File: src/ecpfs_pkg.sv
`default_nettype none
package ecpfs_pkg;
  // port modes
  localparam logic [2:0] MODE_SPP    = 3'h0;
  localparam logic [2:0] MODE_PS2    = 3'h1;
  localparam logic [2:0] MODE_PPFIFO = 3'h2;
  localparam logic [2:0] MODE_ECP    = 3'h3;
  localparam logic [2:0] MODE_TEST   = 3'h6;
  // programmed i/o offsets relative to port base
  localparam logic [10:0] OFS_PAYLOAD = 11'h400;
  localparam logic [10:0] OFS_CMD     = 11'h000;
  // fifo geometry, dma burst length and run-length limit
  localparam int          FIFO_DEPTH  = 16;
  localparam logic [4:0]  FIFO_FULL   = 5'h10;
  localparam logic [4:0]  THR_CAP     = 5'h0f;
  localparam logic [5:0]  DMA_BURST   = 6'h20;
  localparam logic [6:0]  RLE_MAX     = 7'h7f;
  // reset values
  localparam logic [2:0]  MODE_RST    = 3'h0;
  localparam logic        MASK_RST    = 1'b1;

  // fifo entry: byte plus command marker
  typedef struct packed {
    logic       isCmd;
    logic [7:0] data;
  } ecpfs_entry_s;

  // host programmed i/o access
  typedef struct packed {
    logic        wr;
    logic        rd;
    logic [10:0] addr;
    logic [7:0]  data;
  } ecpfs_pio_s;
endpackage : ecpfs_pkg
`default_nettype wire

File: src/ecpfs_fifo.sv
`timescale 1ns/1ps
`default_nettype none
// sixteen entry fifo; full and empty derived from the count
module ecpfs_fifo (
  input  wire logic                    clock,
  input  wire logic                    rstSync_b,
  input  wire logic                    flush,
  input  wire logic                    push,
  input  wire ecpfs_pkg::ecpfs_entry_s pushData,
  input  wire logic                    pop,
  output ecpfs_pkg::ecpfs_entry_s      head,
  output logic [4:0]                   count
);
  ecpfs_pkg::ecpfs_entry_s mem [0:ecpfs_pkg::FIFO_DEPTH-1];
  logic [3:0] wrPtr;
  logic [3:0] rdPtr;
  wire        doPush = push && (count != ecpfs_pkg::FIFO_FULL);
  wire        doPop  = pop && (count != 5'h00);

  assign head = mem[rdPtr];

  // pointers and count; flush wins so a mode change discards stale bytes
  always_ff @(posedge clock or negedge rstSync_b)
  begin
    if (!rstSync_b)
    begin
      wrPtr <= 4'h0;
      rdPtr <= 4'h0;
      count <= 5'h00;
    end
    else if (flush)
    begin
      wrPtr <= 4'h0;
      rdPtr <= 4'h0;
      count <= 5'h00;
    end
    else
    begin
      if (doPush)
        wrPtr <= wrPtr + 4'h1;
      if (doPop)
        rdPtr <= rdPtr + 4'h1;
      count <= count + {4'h0, doPush} - {4'h0, doPop};
    end
  end

  // storage has no reset; contents only matter below count
  always_ff @(posedge clock)
  begin
    if (doPush && !flush)
      mem[wrPtr] <= pushData;
  end
endmodule : ecpfs_fifo
`default_nettype wire

File: src/ecpfs_port.sv
`timescale 1ns/1ps
`default_nettype none
module ecpfs_port (
  input  wire logic                 clock,
  input  wire logic                 rst_b,
  // configuration
  input  wire logic [2:0]           modeRequest,
  input  wire logic                 modeWrite,
  input  wire logic                 direction,
  input  wire logic                 service_irq_mask_wr,
  input  wire logic                 service_irq_mask_in,
  input  wire logic                 dma_transfer_enable,
  input  wire logic                 fault_irq_enable_low,
  input  wire logic                 ack_edge_irq_enable,
  input  wire logic [3:0]           threshold_field,
  // host programmed i/o and dma
  input  wire ecpfs_pkg::ecpfs_pio_s pio,
  input  wire logic                 dmaAck,
  input  wire logic                 dmaTc,
  input  wire logic [7:0]           dmaWriteData,
  output logic [7:0]                hostReadData,
  output logic                      dmaRequest,
  output logic                      irq,
  output logic                      service_irq_mask,
  output logic [2:0]                mode,
  output logic                      fifoFull,
  output logic                      fifoEmpty,
  // parallel link
  input  wire logic [7:0]           linkDataIn,
  input  wire logic                 periphAck,
  input  wire logic                 periphClk_b,
  input  wire logic                 fault_b,
  input  wire logic                 ack_b,
  output logic [7:0]                linkDataOut,
  output logic                      linkDataOe,
  output logic                      hostClk_b,
  output logic                      hostAck,
  output logic                      strobeOe,
  output logic                      ctrlPushPull
);
  typedef enum logic [1:0] {
    ECPFS_IDLE  = 2'b00,
    ECPFS_SETUP = 2'b01,
    ECPFS_WAIT  = 2'b10,
    ECPFS_DONE  = 2'b11
  } ecpfs_link_e;
  logic                    rstMeta_b;
  logic                    rstSync_b;
  ecpfs_link_e             linkState;
  logic [6:0]              rleCount;
  logic                    rlePending;
  logic [6:0]              rleLeft;
  logic [7:0]              rleByte;
  logic                    rleActive;
  logic [5:0]              burstCount;
  logic                    tcStop;
  logic                    faultPrev;
  logic                    ackPrev;
  logic                    errEnPrev;
  logic                    periphClkPrev;
  logic                    fifoPush;
  ecpfs_pkg::ecpfs_entry_s fifoIn;
  logic                    fifoPop;
  ecpfs_pkg::ecpfs_entry_s fifoHead;
  logic [4:0]              fifoCount;
  // threshold arithmetic shared by both service directions
  function automatic logic [4:0] svcLevel(input logic [3:0] thr);
    logic [4:0] eff;
    eff = {1'b0, thr} + 5'h01;
    if (eff > ecpfs_pkg::THR_CAP)
      eff = ecpfs_pkg::THR_CAP;
    svcLevel = ecpfs_pkg::FIFO_FULL - eff;
  endfunction : svcLevel
  // reset release through two flops
  always_ff @(posedge clock or negedge rst_b)
  begin
    if (!rst_b)
      {rstSync_b, rstMeta_b} <= 2'b00;
    else
      {rstSync_b, rstMeta_b} <= {rstMeta_b, 1'b1};
  end
  // decode
  wire        fifoMode   = (mode == ecpfs_pkg::MODE_PPFIFO) || (mode == ecpfs_pkg::MODE_ECP)
                           || (mode == ecpfs_pkg::MODE_TEST);
  wire        ecpMode    = (mode == ecpfs_pkg::MODE_ECP);
  wire        testMode   = (mode == ecpfs_pkg::MODE_TEST);
  wire        linkMoves  = fifoMode && (mode != ecpfs_pkg::MODE_TEST);
  wire        baseMode   = (mode == ecpfs_pkg::MODE_SPP) || (mode == ecpfs_pkg::MODE_PS2);
  wire        reqBase    = (modeRequest == ecpfs_pkg::MODE_SPP)
                           || (modeRequest == ecpfs_pkg::MODE_PS2);
  // leaving ecp in reverse while a byte is still half handshaked is held off
  wire        revBusy    = ecpMode && direction && (linkState != ECPFS_IDLE);
  wire        modeOk     = modeWrite && (baseMode || reqBase) && !(reqBase && revBusy);
  wire        pioPayload = pio.addr == ecpfs_pkg::OFS_PAYLOAD;
  wire        pioCmd     = pio.addr == ecpfs_pkg::OFS_CMD;
  wire        dmaCycle   = dmaAck && dma_transfer_enable && fifoMode;
  wire [4:0]  level      = svcLevel(threshold_field);
  wire [4:0]  freeBytes  = ecpfs_pkg::FIFO_FULL - fifoCount;
  wire        svcFwd     = !dma_transfer_enable && !direction && (freeBytes >= level);
  wire        svcRev     = !dma_transfer_enable && direction && (fifoCount >= level);
  wire        svcCond    = fifoMode && !service_irq_mask && (svcFwd || svcRev);
  wire        tcEvent    = dmaTc && dmaAck && dma_transfer_enable && !service_irq_mask;
  wire        faultEvt   = !fault_irq_enable_low
                           && ((faultPrev && !fault_b) || (errEnPrev && !fault_b));
  wire        ackEvt     = ack_edge_irq_enable && !ackPrev && ack_b;
  wire        periphFall = periphClkPrev && !periphClk_b;
  wire        revRecv    = linkMoves && direction && periphFall;
  wire        revIsRle   = revRecv && !periphAck && !linkDataIn[7];
  wire        revData    = revRecv && periphAck;
  wire        fwdSend    = linkMoves && !direction && (linkState == ECPFS_IDLE)
                           && (fifoCount != 5'h00);
  // fifo feed priority: run expansion, link byte, host write, dma write
  wire        linkPush   = revData && !rlePending;
  wire        hostPush   = (!direction || testMode) && fifoMode && pio.wr
                           && (pioPayload || (pioCmd && ecpMode));
  wire        dmaPush    = !direction && dmaCycle && dmaRequest;
  wire [7:0]  pushByte   = rleActive ? rleByte : linkPush ? linkDataIn
                           : hostPush ? pio.data : dmaWriteData;
  assign fifoPush = rleActive || linkPush || hostPush || dmaPush;
  assign fifoIn   = '{isCmd: !rleActive && !linkPush && hostPush && pioCmd && ecpMode,
                      data: pushByte};
  // pops: link sends, host reads, reverse dma; test mode reads in either direction
  assign fifoPop = fwdSend
                   || ((direction || testMode) && fifoMode && pio.rd && pioPayload)
                   || (direction && dmaCycle && dmaRequest);
  ecpfs_fifo u_fifo (
    .clock    (clock),
    .rstSync_b(rstSync_b),
    .flush    (!fifoMode),
    .push     (fifoPush),
    .pushData (fifoIn),
    .pop      (fifoPop),
    .head     (fifoHead),
    .count    (fifoCount)
  );
  // mode, mask and edge history
  always_ff @(posedge clock or negedge rstSync_b)
  begin
    if (!rstSync_b)
    begin
      mode             <= ecpfs_pkg::MODE_RST;
      service_irq_mask <= ecpfs_pkg::MASK_RST;
      faultPrev        <= 1'b1;
      ackPrev          <= 1'b1;
      errEnPrev        <= 1'b1;
      periphClkPrev    <= 1'b1;
    end
    else
    begin
      if (modeOk)
        mode <= modeRequest;
      if (tcEvent)
        service_irq_mask <= 1'b1;
      else if (service_irq_mask_wr)
        service_irq_mask <= service_irq_mask_in;
      faultPrev     <= fault_b;
      ackPrev       <= ack_b;
      errEnPrev     <= fault_irq_enable_low;
      periphClkPrev <= periphClk_b;
    end
  end
  // run-length capture and expansion
  always_ff @(posedge clock or negedge rstSync_b)
  begin
    if (!rstSync_b)
    begin
      rlePending <= 1'b0;
      rleCount   <= 7'h00;
      rleActive  <= 1'b0;
      rleLeft    <= 7'h00;
      rleByte    <= 8'h00;
    end
    else if (!linkMoves)
    begin
      rlePending <= 1'b0;
      rleActive  <= 1'b0;
    end
    else if (rleActive)
    begin
      // fifo full stalls expansion; the peripheral is held off meanwhile
      if (fifoCount != ecpfs_pkg::FIFO_FULL)
      begin
        if (rleLeft == 7'h00)
          rleActive <= 1'b0;
        rleLeft <= rleLeft - 7'h01;
      end
    end
    else if (revIsRle)
    begin
      rlePending <= 1'b1;
      rleCount   <= linkDataIn[6:0];
    end
    else if (revData && rlePending)
    begin
      rlePending <= 1'b0;
      rleActive  <= 1'b1;
      rleLeft    <= rleCount;
      rleByte    <= linkDataIn;
    end
  end
  // forward handshake and reverse ack sequencing
  always_ff @(posedge clock or negedge rstSync_b)
  begin
    if (!rstSync_b)
    begin
      linkState   <= ECPFS_IDLE;
      linkDataOut <= 8'h00;
      hostAck     <= 1'b1;
      hostClk_b   <= 1'b1;
    end
    else if (!linkMoves)
    begin
      linkState <= ECPFS_IDLE;
      hostClk_b <= 1'b1;
      hostAck   <= 1'b1;
    end
    else
    begin
      case (linkState)
        ECPFS_IDLE:
        begin
          if (fwdSend)
          begin
            linkDataOut <= fifoHead.data;
            hostAck     <= !fifoHead.isCmd;
            linkState   <= ECPFS_SETUP;
          end
          else if (direction && periphFall && !rleActive)
          begin
            hostAck   <= 1'b1;
            linkState <= ECPFS_DONE;
          end
        end
        ECPFS_SETUP:
        begin
          hostClk_b <= 1'b0;
          linkState <= ECPFS_WAIT;
        end
        ECPFS_WAIT:
        begin
          if (periphAck)
          begin
            hostClk_b <= 1'b1;
            linkState <= ECPFS_DONE;
          end
        end
        ECPFS_DONE:
        begin
          if (!periphAck || (direction && periphClk_b))
          begin
            hostAck   <= direction ? 1'b0 : 1'b1;
            linkState <= ECPFS_IDLE;
          end
        end
        default:
          linkState <= ECPFS_IDLE;
      endcase
    end
  end
  // dma request with burst limit and terminal-count hold
  always_ff @(posedge clock or negedge rstSync_b)
  begin
    if (!rstSync_b)
    begin
      dmaRequest <= 1'b0;
      burstCount <= 6'h00;
      tcStop     <= 1'b0;
    end
    else
    begin
      if (tcEvent)
        tcStop <= 1'b1;
      else if (!service_irq_mask)
        tcStop <= 1'b0;
      if (dmaCycle && dmaRequest)
        burstCount <= burstCount + 6'h01;
      else if (!dmaRequest)
        burstCount <= 6'h00;
      dmaRequest <= fifoMode && dma_transfer_enable && !service_irq_mask && !tcStop
                    && !tcEvent && (burstCount < ecpfs_pkg::DMA_BURST - 6'h01)
                    && (direction ? (fifoCount > 5'h01 || (fifoCount == 5'h01 && !fifoPop))
                                  : (fifoCount < ecpfs_pkg::FIFO_FULL - 5'h01));
    end
  end
  // registered outputs
  always_ff @(posedge clock or negedge rstSync_b)
  begin
    if (!rstSync_b)
    begin
      irq          <= 1'b0;
      hostReadData <= 8'h00;
      fifoFull     <= 1'b0;
      fifoEmpty    <= 1'b1;
      linkDataOe   <= 1'b0;
      strobeOe     <= 1'b1;
      ctrlPushPull <= 1'b0;
    end
    else
    begin
      irq          <= svcCond || tcEvent || faultEvt || ackEvt;
      hostReadData <= fifoHead.data;
      fifoFull     <= fifoCount == ecpfs_pkg::FIFO_FULL;
      fifoEmpty    <= fifoCount == 5'h00;
      linkDataOe   <= !direction;
      strobeOe     <= 1'b1;
      ctrlPushPull <= mode != ecpfs_pkg::MODE_SPP;
    end
  end
endmodule : ecpfs_port
`default_nettype wire

File: config.mk
export PLATFORM = sky130hd
export DESIGN_NAME = ecpfs_port
export DESIGN_NICKNAME = d
export VERILOG_FILES = /design/src/ecpfs_pkg.sv /design/src/ecpfs_fifo.sv /design/src/ecpfs_port.sv
export SDC_FILE = /design/constraint.sdc
export NUM_CORES = 1
export LEC_CHECK = 0
export BUFFER_PORTS_ARGS = -buffer_cell sky130_fd_sc_hd__buf_2
export CORE_UTILIZATION = 45
export DETAILED_ROUTE_END_ITERATION = 7
export PLACE_DENSITY = 0.67
export SLEW_MARGIN = 10
export SYNTH_ARGS = -nofsm -noshare
export SYNTH_HDL_FRONTEND = slang
export SYNTH_SLANG_ARGS = --single-unit
File: constraint.sdc
create_clock -name clock -period 2.5 [get_ports clock]
set_input_delay 0.25 -clock clock [delete_from_list [all_inputs] [get_ports clock]]
set_output_delay 0.25 -clock clock [all_outputs]
set_load 0.03 [all_outputs]
# After elaboration in Yosys (flattened, before gate mapping)
# Memories as Yosys holds them, arrays and structs flattened.
# Cells that the tools add are included.
# word_totals
reg_bits	80
ramBits	144
memories	1
word_cells	238
out_inout_bits	29
# mem_list
memory	depth	word_bits	read_ports	rd_ports_with_merged_regs	write_ports	line_no	rtl
u_fifo.mem	16	9	1	0	1	ecpfs_fifo.sv:14	ecpfs_pkg::ecpfs_entry_s mem [0:ecpfs_pkg::FIFO_DEPTH-1];
# op_classes
bitwise	2
n_reduce_logical	118
n_lt_le_gt_ge	6
n_eq_ne	26
muxes	47
addsub	9
# op_table
cell	count
1-bit logical AND	62
7-bit 2-to-1 mux	4
1-bit 2-to-1 mux	24
8-bit 2-to-1 mux	3
1-bit logical OR	20
1-bit logical NOT	17
4-bit 2-to-1 mux	4
6-bit 2-to-1 mux	2
3-bit AND reduction	4
11-bit equality test, second input constant	1
11-bit logical NOT	1
5-bit >= comparator	2
2-bit 2-to-1 mux	5
5-bit 2-to-1 mux	2
2-bit by 1-bit != test with 1-bit output, second input constant	5
5-bit subtractor, first input constant	2
3-bit by 1-bit != test with 1-bit output, second input constant	3
3-bit != test, second input constant	3
4-bit by 1-bit adder with 4-bit output, second input constant	2
2-bit case mux with 4 select lines	1
4-bit AND reduction	2
7-bit logical NOT	1
7-bit by 1-bit subtractor with 7-bit output, second input constant	1
6-bit by 1-bit adder with 6-bit output, second input constant	1
26 further kinds	36

# Depth between registers and ports, before layout
# Gate-level depths: netlist of the first run.
# logic_depth
ltp_word	15
mapped_depth	17
ltp_nobuf	17

# Modules after synthesis
# From an unflattened synthesis of the first run, not the netlist that was laid out.
# hier_totals
hier_cells	716
hier_area_um2	10276.1
# by_module_without_submodules
module	cells_per_inst	area_per_inst_um2	seq_area_each_um2	n_inst
ecpfs_fifo	367	6543.8	4649.5	1
ecpfs_port	349	3732.3	1686.6	1

# Least setup slack after synthesis of the first run
# OpenSTA, ideal clock, no wires.
# synth_timing
path_type	register to register
start	register u_fifo.count[1]
end	register u_fifo.count[4]
t_required_ns	2.422
path_slack_ns	-1.029
n_path_buf	0
arrival_time_ns	3.451
stages_incl_launch_ff	18
setup_ns	0.078
path_cell_list	dfrtp_1 -> inv_1 -> ha_1 -> and2_1 -> ha_1 -> nor2_1 -> nand3_1 -> o21ai_0 -> o21bai_1 -> inv_1 -> ha_1 -> inv_1 -> ha_1 -> fa_1 -> a21oi_1 -> nor2_1 -> or3_1 -> a21oi_1
# synth_via
elab_chain_len	7
# synth_rtl
item	line_no	rtl
from (decl)	ecpfs_fifo.sv:12	output logic [4:0] count
from (signal assigned)	ecpfs_fifo.sv:43	count <= count + {4'h0, doPush} - {4'h0, doPop};
parallel branches: the longest is 5 deep, another holds 5-bit by 1-bit adder with 5-bit output	--	
5-bit by 1-bit subtractor with 5-bit output *	ecpfs_fifo.sv:43	
5-bit 2-to-1 mux *	ecpfs_fifo.sv:31	else if (flush)
# Every way passes the cells marked *.
# A chain may end at the register's enable or synchronous reset.

# Worst setup path after layout of the first run
# Ends and elaborated chain as after synthesis.

==> impl_metrics.csv, run 1 <==
group,metric,value,unit
run_status,status,"finished, violations left",
run_status,violations,"negative setup slack",
layout,drive_above_1_share,39.4,%
timing,fmax,345,MHz
route,drt_iter0_markers,356,
place,gp_congestion,0.827,
worst_setup_path,crit_chain,"inv_2 > ha_4 > and2_4 > ha_4 > nor2_4 > nand3_4 > o21ai_4 > o21bai_4 > inv_2 > ha_4 > inv_2 > ha_4 > fa_2 > a21oi_2 > nor2_1 > or3_4 > a21oi_2",
route,drt_first_pass_iters,4,
pwr,intPower,7000,uW
pwr,power.density,720,nW/um^2
synthesis,netlist_instances,672,
place,io_buffers,86,
cts,cts_tree,"yes",
layout,layout_commonest_cell,"edfxtp_1",
route,via_per_inst,5.52,
floorplanning,core-area,21900,um^2
place,dp.final_hpwl,15200,um
pwr,pwr-share-seq,45.1,%
layout,fin_cells,1160,
synthesis,syn-cell-area,10100,um^2
floorplanning,ios,88,
synthesis,synthAdderAreaFrac,4.77,%
layout,nNetsFinal,957,
timing,timing.slew.headroom,51.0,%
synthesis,synthMuxAreaShare,15.0,%
grt,grtUsageTotal,20.5,%
floorplanning,die_area,23000,um^2
job,max_cap_viol_count,0,
synthesis,synth-edff-count,144,
grt,overflow,0,
synthesis,synth_simple_gate_area_share,8.34,%
pwr,leakagePower,0.00504,uW
worst_setup_path,required,2.96,ns
timing,rsz0062_at_grt,"true",
worst_setup_path,arrival,3.35,ns
grt,grt_pass1_wl,35600,um
route,via_count,6398,
synthesis,synth_xor_xnor_area_share,0.783,%
synthesis,synthFlopType,"edfxtp_1",
grt,grt_max_degree,48,
floorplanning,initial_utilization,46.0,%
pwr,power.switching,2390,uW
timing,setup_viol,3,
synthesis,ys_seq_elements,224,
worst_setup_path,end_kind,"flip-flop",
cts,cts_buffers,25,
worst_setup_path,max_stage_delay,0.40,ns
cts,cts_sinks,224,
layout,syn_to_final_growth,29.6,%
route,wl_per_cell,19.3,um
synthesis,synth_top_family_by_area,"multiplexers",
place,post-place-cells,1083,
floorplanning,die_h,152,um
route,drt-total-wl,22400,um
grt,antenna_found_initial,0,
pwr,peakVddDrop,0.398,mV
synthesis,async_reset_ff_share,35.7,%
floorplanning,rows,54,
cts,clk_pin_slew_worst_paths,0.06,ns
synthesis,yosysSeqAreaShare,62.9,%
synthesis,synth_compound_gate_area_share,5.84,%
synthesis,synth_cell_types,60,
worst_setup_path,crit_type,"flip-flop to flip-flop",
timing,skew,0.00968,ns
cts,cts_max_level,1,
worst_setup_path,worstPathMaxFanout,2,
synthesis,yosysWarnings,0,
grt,grt_pass1_vias,6670,
timing,worst_pin_slew,0.735,ns
timing,postLayoutSetupSlackWorst,-0.396,ns
timing,hold_viol,0,
route,drc,0,
floorplanning,die_width,152,um
worst_setup_path,cp_common_cell,"ha_4",
layout,diodes,0,
cts,clockRootBuffer,"clkbuf_16",
cts,clk_path_buf_depth,3,
pwr,clkPwrFrac,40.3,%
worst_setup_path,cp-start-kind,"flip-flop",
pwr,comb_power_share,14.6,%
timing,min_period,2.90,ns
timing,timing.setup.tns,-0.491,ns
timing,min_period_over_period,116,%
worst_setup_path,path_delay_family,"adder cells",
cts,clock_latency,0.53,ns
place,pre_cts_slack,-0.381,ns
synthesis,avgSynthCellArea,15.0,um^2
worst_setup_path,path_buf_inv,3,
pwr,switching_share,25.5,%
layout,layout_common_cells,"edfxtp_1, buf_2, dfrtp_1, buf_4, mux4_2",
worst_setup_path,slowest_stage,"dfrtp_1",
route,ant_nets,0,
min_path,hold_path.class,"input pin to asynchronous set/reset pin",
timing,drv_slew,0,
-- worst register-to-register path: cells and delay by family, from the launching register on --
kind                     cells  cell delay, ns
AO/OA/AOI/OAI                4            0.45
adder cells (fa/ha/maj)      5            1.10
buffers and inverters        3            0.19
flip-flops                   1            0.40
AND/OR/NAND/NOR              5            0.70
-- cells by family (layout without fill, tap and decap cells) --
group,count (synthesis),in the layout
mux,91,91
compound gates,90,90
flops,224,224
simple gates,164,164
xor+xnor,9,9
buf+inv,55,262
other cells,1,2
fa+ha+maj,38,38
-- power groups by stage --
stage / Clock, uW / Sequential, uW / Combinational, uW
finish: 3780 / 4240 / 1370
floorplan: 0 / 4460 / 639
global placement: 0 / 4300 / 1270
detailed placement: 0 / 4310 / 1310
CTS: 3860 / 4240 / 1350
global route: 4020 / 4260 / 1510
-- stage by stage --
stage	hold slack [ns]	total power [uW]	cell area, um^2	utilization, %
CTS	0.0126	9450	12900	58.7
detailed placement	0.0379	5620	11700	53.6
global route	0.0384	9790	13000	59.6
finish	0.0385	9390	13000	59.6
floorplan	-0.0456	5100	10400	-
global placement	0.0367	5570	11700	53.6
-- cells in the mapped netlist (3+ instances only) --
master,n,area (um^2)
nand3b_1,5,37.5
o32ai_1,5,43.8
ha_1,36,450
and2_1,10,62.6
o21ai_0,15,75.1
xnor2_1,4,35.0
nand2_1,39,146
o2111ai_1,4,35.0
a211oi_1,11,82.6
and3_1,3,18.8
nor3b_1,4,30.0
nor3_1,17,85.1
nand2b_1,9,56.3
mux2i_1,20,200
edfxtp_1,144,4320
buf_1,7,26.3
xor2_1,5,43.8
a21oi_1,29,145
inv_1,26,97.6
buf_2,3,15.0
a31oi_1,3,18.8
nand3_1,14,70.1
or3_1,5,31.3
o22ai_1,4,25.0
dfrtp_1,72,1800
mux4_2,45,1010
nor4_1,5,31.3
dfstp_2,8,210
mux2_2,26,293
nor2_1,32,120
clkbuf_1,14,52.6
nor2b_1,14,87.6
-- state kept, by name, summed over array words and instances (netlist names), 4 cells and up --
| register | cells |
|---|---|
| u_fifo.rdPtr | 4 |
| rleByte | 8 |
| rleCount | 7 |
| linkDataOut | 8 |
| u_fifo.mem | 144 |
| u_fifo.wrPtr | 4 |
| rleLeft | 7 |
| hostReadData | 8 |
| u_fifo.count | 5 |
| burstCount | 6 |
-- worst paths after layout --
kind,slack (ns),endpoint,cells past startpoint,startpoint
max reg2reg,-0.40,u_fifo.count[4],17,u_fifo.count[1]
min in group clock,0.05,tcStop,3,dmaTc
max in group asynchronous,1.46,hostClk_b,1,rstSync_b
max,-0.40,u_fifo.count[4],17,u_fifo.count[1]
min,0.04,rstMeta_b,2,rst_b
min reg2reg,0.36,rstSync_b,0,rstMeta_b
-- layer usage --
| layer | vias up | part of all wire [%] | GRT usage [%] |
|---|---|---|---|
| li1 | 2944 | - | - |
| met1 | 3268 | 43 | 27.7 |
| met2 | 161 | 51 | 35.0 |
| met3 | 25 | 5.0 | 3.02 |
| met4 | 0 | 1.2 | 4.85 |
| met5 | - | 0 | 0 |
-- timing repair --
item                       CTS  global route
buffers inserted             3             9
gates cloned                 0             0
hold endpoints to repair    25             0
setup endpoints to repair   28           154
resized for setup            9            15
hold buffers                19             0
pin swaps                    8            14
-- cell type report --
class / count / area [um^2]
Clock buffer: 32 / 662
Clock inverter: 14 / 196
Fill cell: 1671 / 8850
Inverter: 27 / 101
Multi-Input combinational cell: 394 / 3940
Sequential cell: 224 / 6340
Tap cell: 280 / 350
Timing Repair Buffer: 189 / 1450
No activity file was read; power rests on OpenSTA's default activity.
==> run 2, diff against run 1 <==
--- a/config.mk
+++ b/config.mk
@@ -8,7 +8,7 @@
 export BUFFER_PORTS_ARGS = -buffer_cell sky130_fd_sc_hd__buf_2
 export CORE_UTILIZATION = 45
 export DETAILED_ROUTE_END_ITERATION = 7
-export PLACE_DENSITY = 0.67
+export PLACE_DENSITY = 0.7
 export SLEW_MARGIN = 10
 export SYNTH_ARGS = -nofsm -noshare
 export SYNTH_HDL_FRONTEND = slang
==> constraint.sdc (replaced) <==
create_clock -name clock -period 2.55 [get_ports clock]
set_input_delay 0.255 -clock clock [delete_from_list [all_inputs] [get_ports clock]]
set_output_delay 0.255 -clock clock [all_outputs]
set_load 0.03 [all_outputs]
==> impl_metrics.csv, run 2 (same netlist as run 1, synthesis figures left out) <==
group,metric,value,unit
pwr,switching_share,26.2,%
min_path,hold_path.class,"input pin to flip-flop",
floorplanning,rows,54,
place,io_buffers,86,
pwr,clkPwrFrac,37.6,%
cts,cts_sinks,224,
cts,clk_path_buf_depth,3,
job,max_cap_viol_count,0,
pwr,peakVddDrop,0.334,mV
cts,cts_buffers,24,
timing,timing.slew.headroom,56.8,%
layout,layout_common_cells,"edfxtp_1, buf_2, dfrtp_1, buf_4, mux4_2",
route,drt_first_pass_iters,5,
cts,cts_max_level,1,
grt,grtUsageTotal,19.6,%
pwr,power.density,687,nW/um^2
pwr,leakagePower,0.00494,uW
worst_setup_path,r2r_end,"u_fifo.count[4]",
layout,largest_reg_flops,144,
route,wl_per_cell,19.3,um
timing,hold_viol,0,
pwr,comb_power_share,15.1,%
layout,drive_above_1_share,37.9,%
worst_setup_path,cp-start-kind,"flip-flop",
layout,top_register,"u_fifo.mem",
floorplanning,die_h,152,um
pwr,pwr-share-seq,47.3,%
route,drt-total-wl,22100,um
cts,clockRootBuffer,"clkbuf_16",
floorplanning,ios,88,
layout,layout_commonest_cell,"edfxtp_1",
worst_setup_path,worstPathMaxFanout,2,
worst_setup_path,r2r_slack,-0.31,ns
cts,clock_latency,0.53,ns
cts,cts_tree,"yes",
route,ant_nets,0,
layout,nNetsFinal,944,
place,dp.final_hpwl,15000,um
route,drt_iter0_markers,432,
timing,drv_slew,0,
place,gp_congestion,0.815,
place,placedInstanceArea,11700,um^2
timing,postLayoutSetupSlackWorst,-0.311,ns
worst_setup_path,ff2ff_path_depth,17,
grt,antenna_found_initial,0,
layout,postLayoutCellArea,12800,um^2
worst_setup_path,reg2reg_from,"u_fifo.count[2]",
floorplanning,die_area,23000,um^2
timing,worst_pin_slew,0.648,ns
floorplanning,core-area,21900,um^2
grt,overflow,0,
pwr,intPower,6490,uW
pwr,power.switching,2300,uW
layout,syn_to_final_growth,27.1,%
min_path,holdPathStages,2,
route,drc,0,
layout,diodes,0,
timing,holdWs,0.0232,ns
layout,fillers,1636,
floorplanning,die_width,152,um
timing,timing.setup.tns,-0.459,ns
timing,setup_viol,2,
run_status,violations,"negative setup slack",
floorplanning,initial_utilization,46.0,%
timing,min_period_over_period,112,%
cts,clk_pin_slew_worst_paths,0.06,ns
grt,grt_max_degree,41,
worst_setup_path,end_kind,"flip-flop",
worst_setup_path,arrival,3.30,ns
min_path,hold_path.startpoint,"linkDataIn[7]",
worst_setup_path,required,2.99,ns
timing,skew,0.0279,ns
layout,fin_cells,1146,
place,post-place-cells,1075,
grt,grt_pass1_vias,6397,
grt,grt_pass1_wl,34000,um
timing,rsz0062_at_grt,"true",
route,via_count,6403,
run_status,status,"finished, violations left",
min_path,min_to,"rleByte[7]",
timing,min_period,2.86,ns
timing,fmax,349,MHz
worst_setup_path,crit_type,"flip-flop to flip-flop",
route,via_per_inst,5.59,
==> run 2: repair_timing <==
item | 4_1_cts | 5_1_grt
pin swaps | 1 | 2
endpoints found under the hold margin | 23 | 0
hold buffers | 17 | 0
resized for setup | 6 | 11
endpoints found under the setup margin | 21 | 112
buffers inserted | 4 | 6
==> run 2: metal layers <==
layer | routed length, um | up-vias | GRT usage, %
met1 | 9720 | 3264 | 27.0
li1 | - | 2926 | -
met2 | 11000 | 175 | 32.9
met3 | 997 | 38 | 2.84
met5 | 0 | - | 0
met4 | 398 | 0 | 5.15
==> run 2: worst max-delay path by stage <==
stage / startpoint / to
floorplan: u_fifo.count[1] / u_fifo.count[4]
global placement: u_fifo.count[3] / u_fifo.count[4]
detailed placement: u_fifo.count[2] / u_fifo.count[4]
CTS: u_fifo.count[2] / u_fifo.count[4]
global route: u_fifo.count[2] / u_fifo.count[4]
finish: u_fifo.count[2] / u_fifo.count[4]
==> run 2: layout make-up <==
class | count | area (um^2) | area share [%]
Clock buffer | 31 | 647 | 5.06
Timing Repair Buffer | 177 | 1350 | 10.5
Clock inverter | 13 | 113 | 0.880
Sequential cell | 224 | 6340 | 49.6
Inverter | 27 | 101 | 0.792
Tap cell | 280 | 350 | 2.74
Multi-Input combinational cell | 394 | 3890 | 30.4
==> run 2: power by group through the flow <==
stage | combinational, uW | sequential (uW) | clock, uW
after floorplan | 630 | 4370 | 0
after global placement | 1230 | 4210 | 0
after detailed placement | 1280 | 4230 | 0
after CTS | 1310 | 4160 | 3380
after global routing | 1450 | 4180 | 3520
final | 1330 | 4150 | 3310
==> run 2: critical path, cell delays in order, from the launching register on <==
cell,delay (ns)
dfrtp_1,0.39
inv_2,0.09
ha_4,0.13
and2_4,0.15
ha_4,0.15
nor2_4,0.04
nand3_4,0.09
o21ai_4,0.06
o21bai_2,0.12
inv_1,0.06
ha_1,0.28
inv_1,0.05
ha_2,0.19
fa_2,0.35
a21oi_2,0.14
nor2_1,0.06
or3_1,0.31
a21oi_1,0.12
==> run 2: per-stage QoR <==
step	utilization (%)	total power [uW]	setup slack, ns
3_3_place_gp	53.3	5440	-0.273
6_report	58.5	8780	-0.311
5_1_grt	58.5	9140	-0.436
4_1_cts	57.8	8840	-0.311
2_1_floorplan	-	5000	-0.419
3_5_place_dp	53.3	5510	-0.362
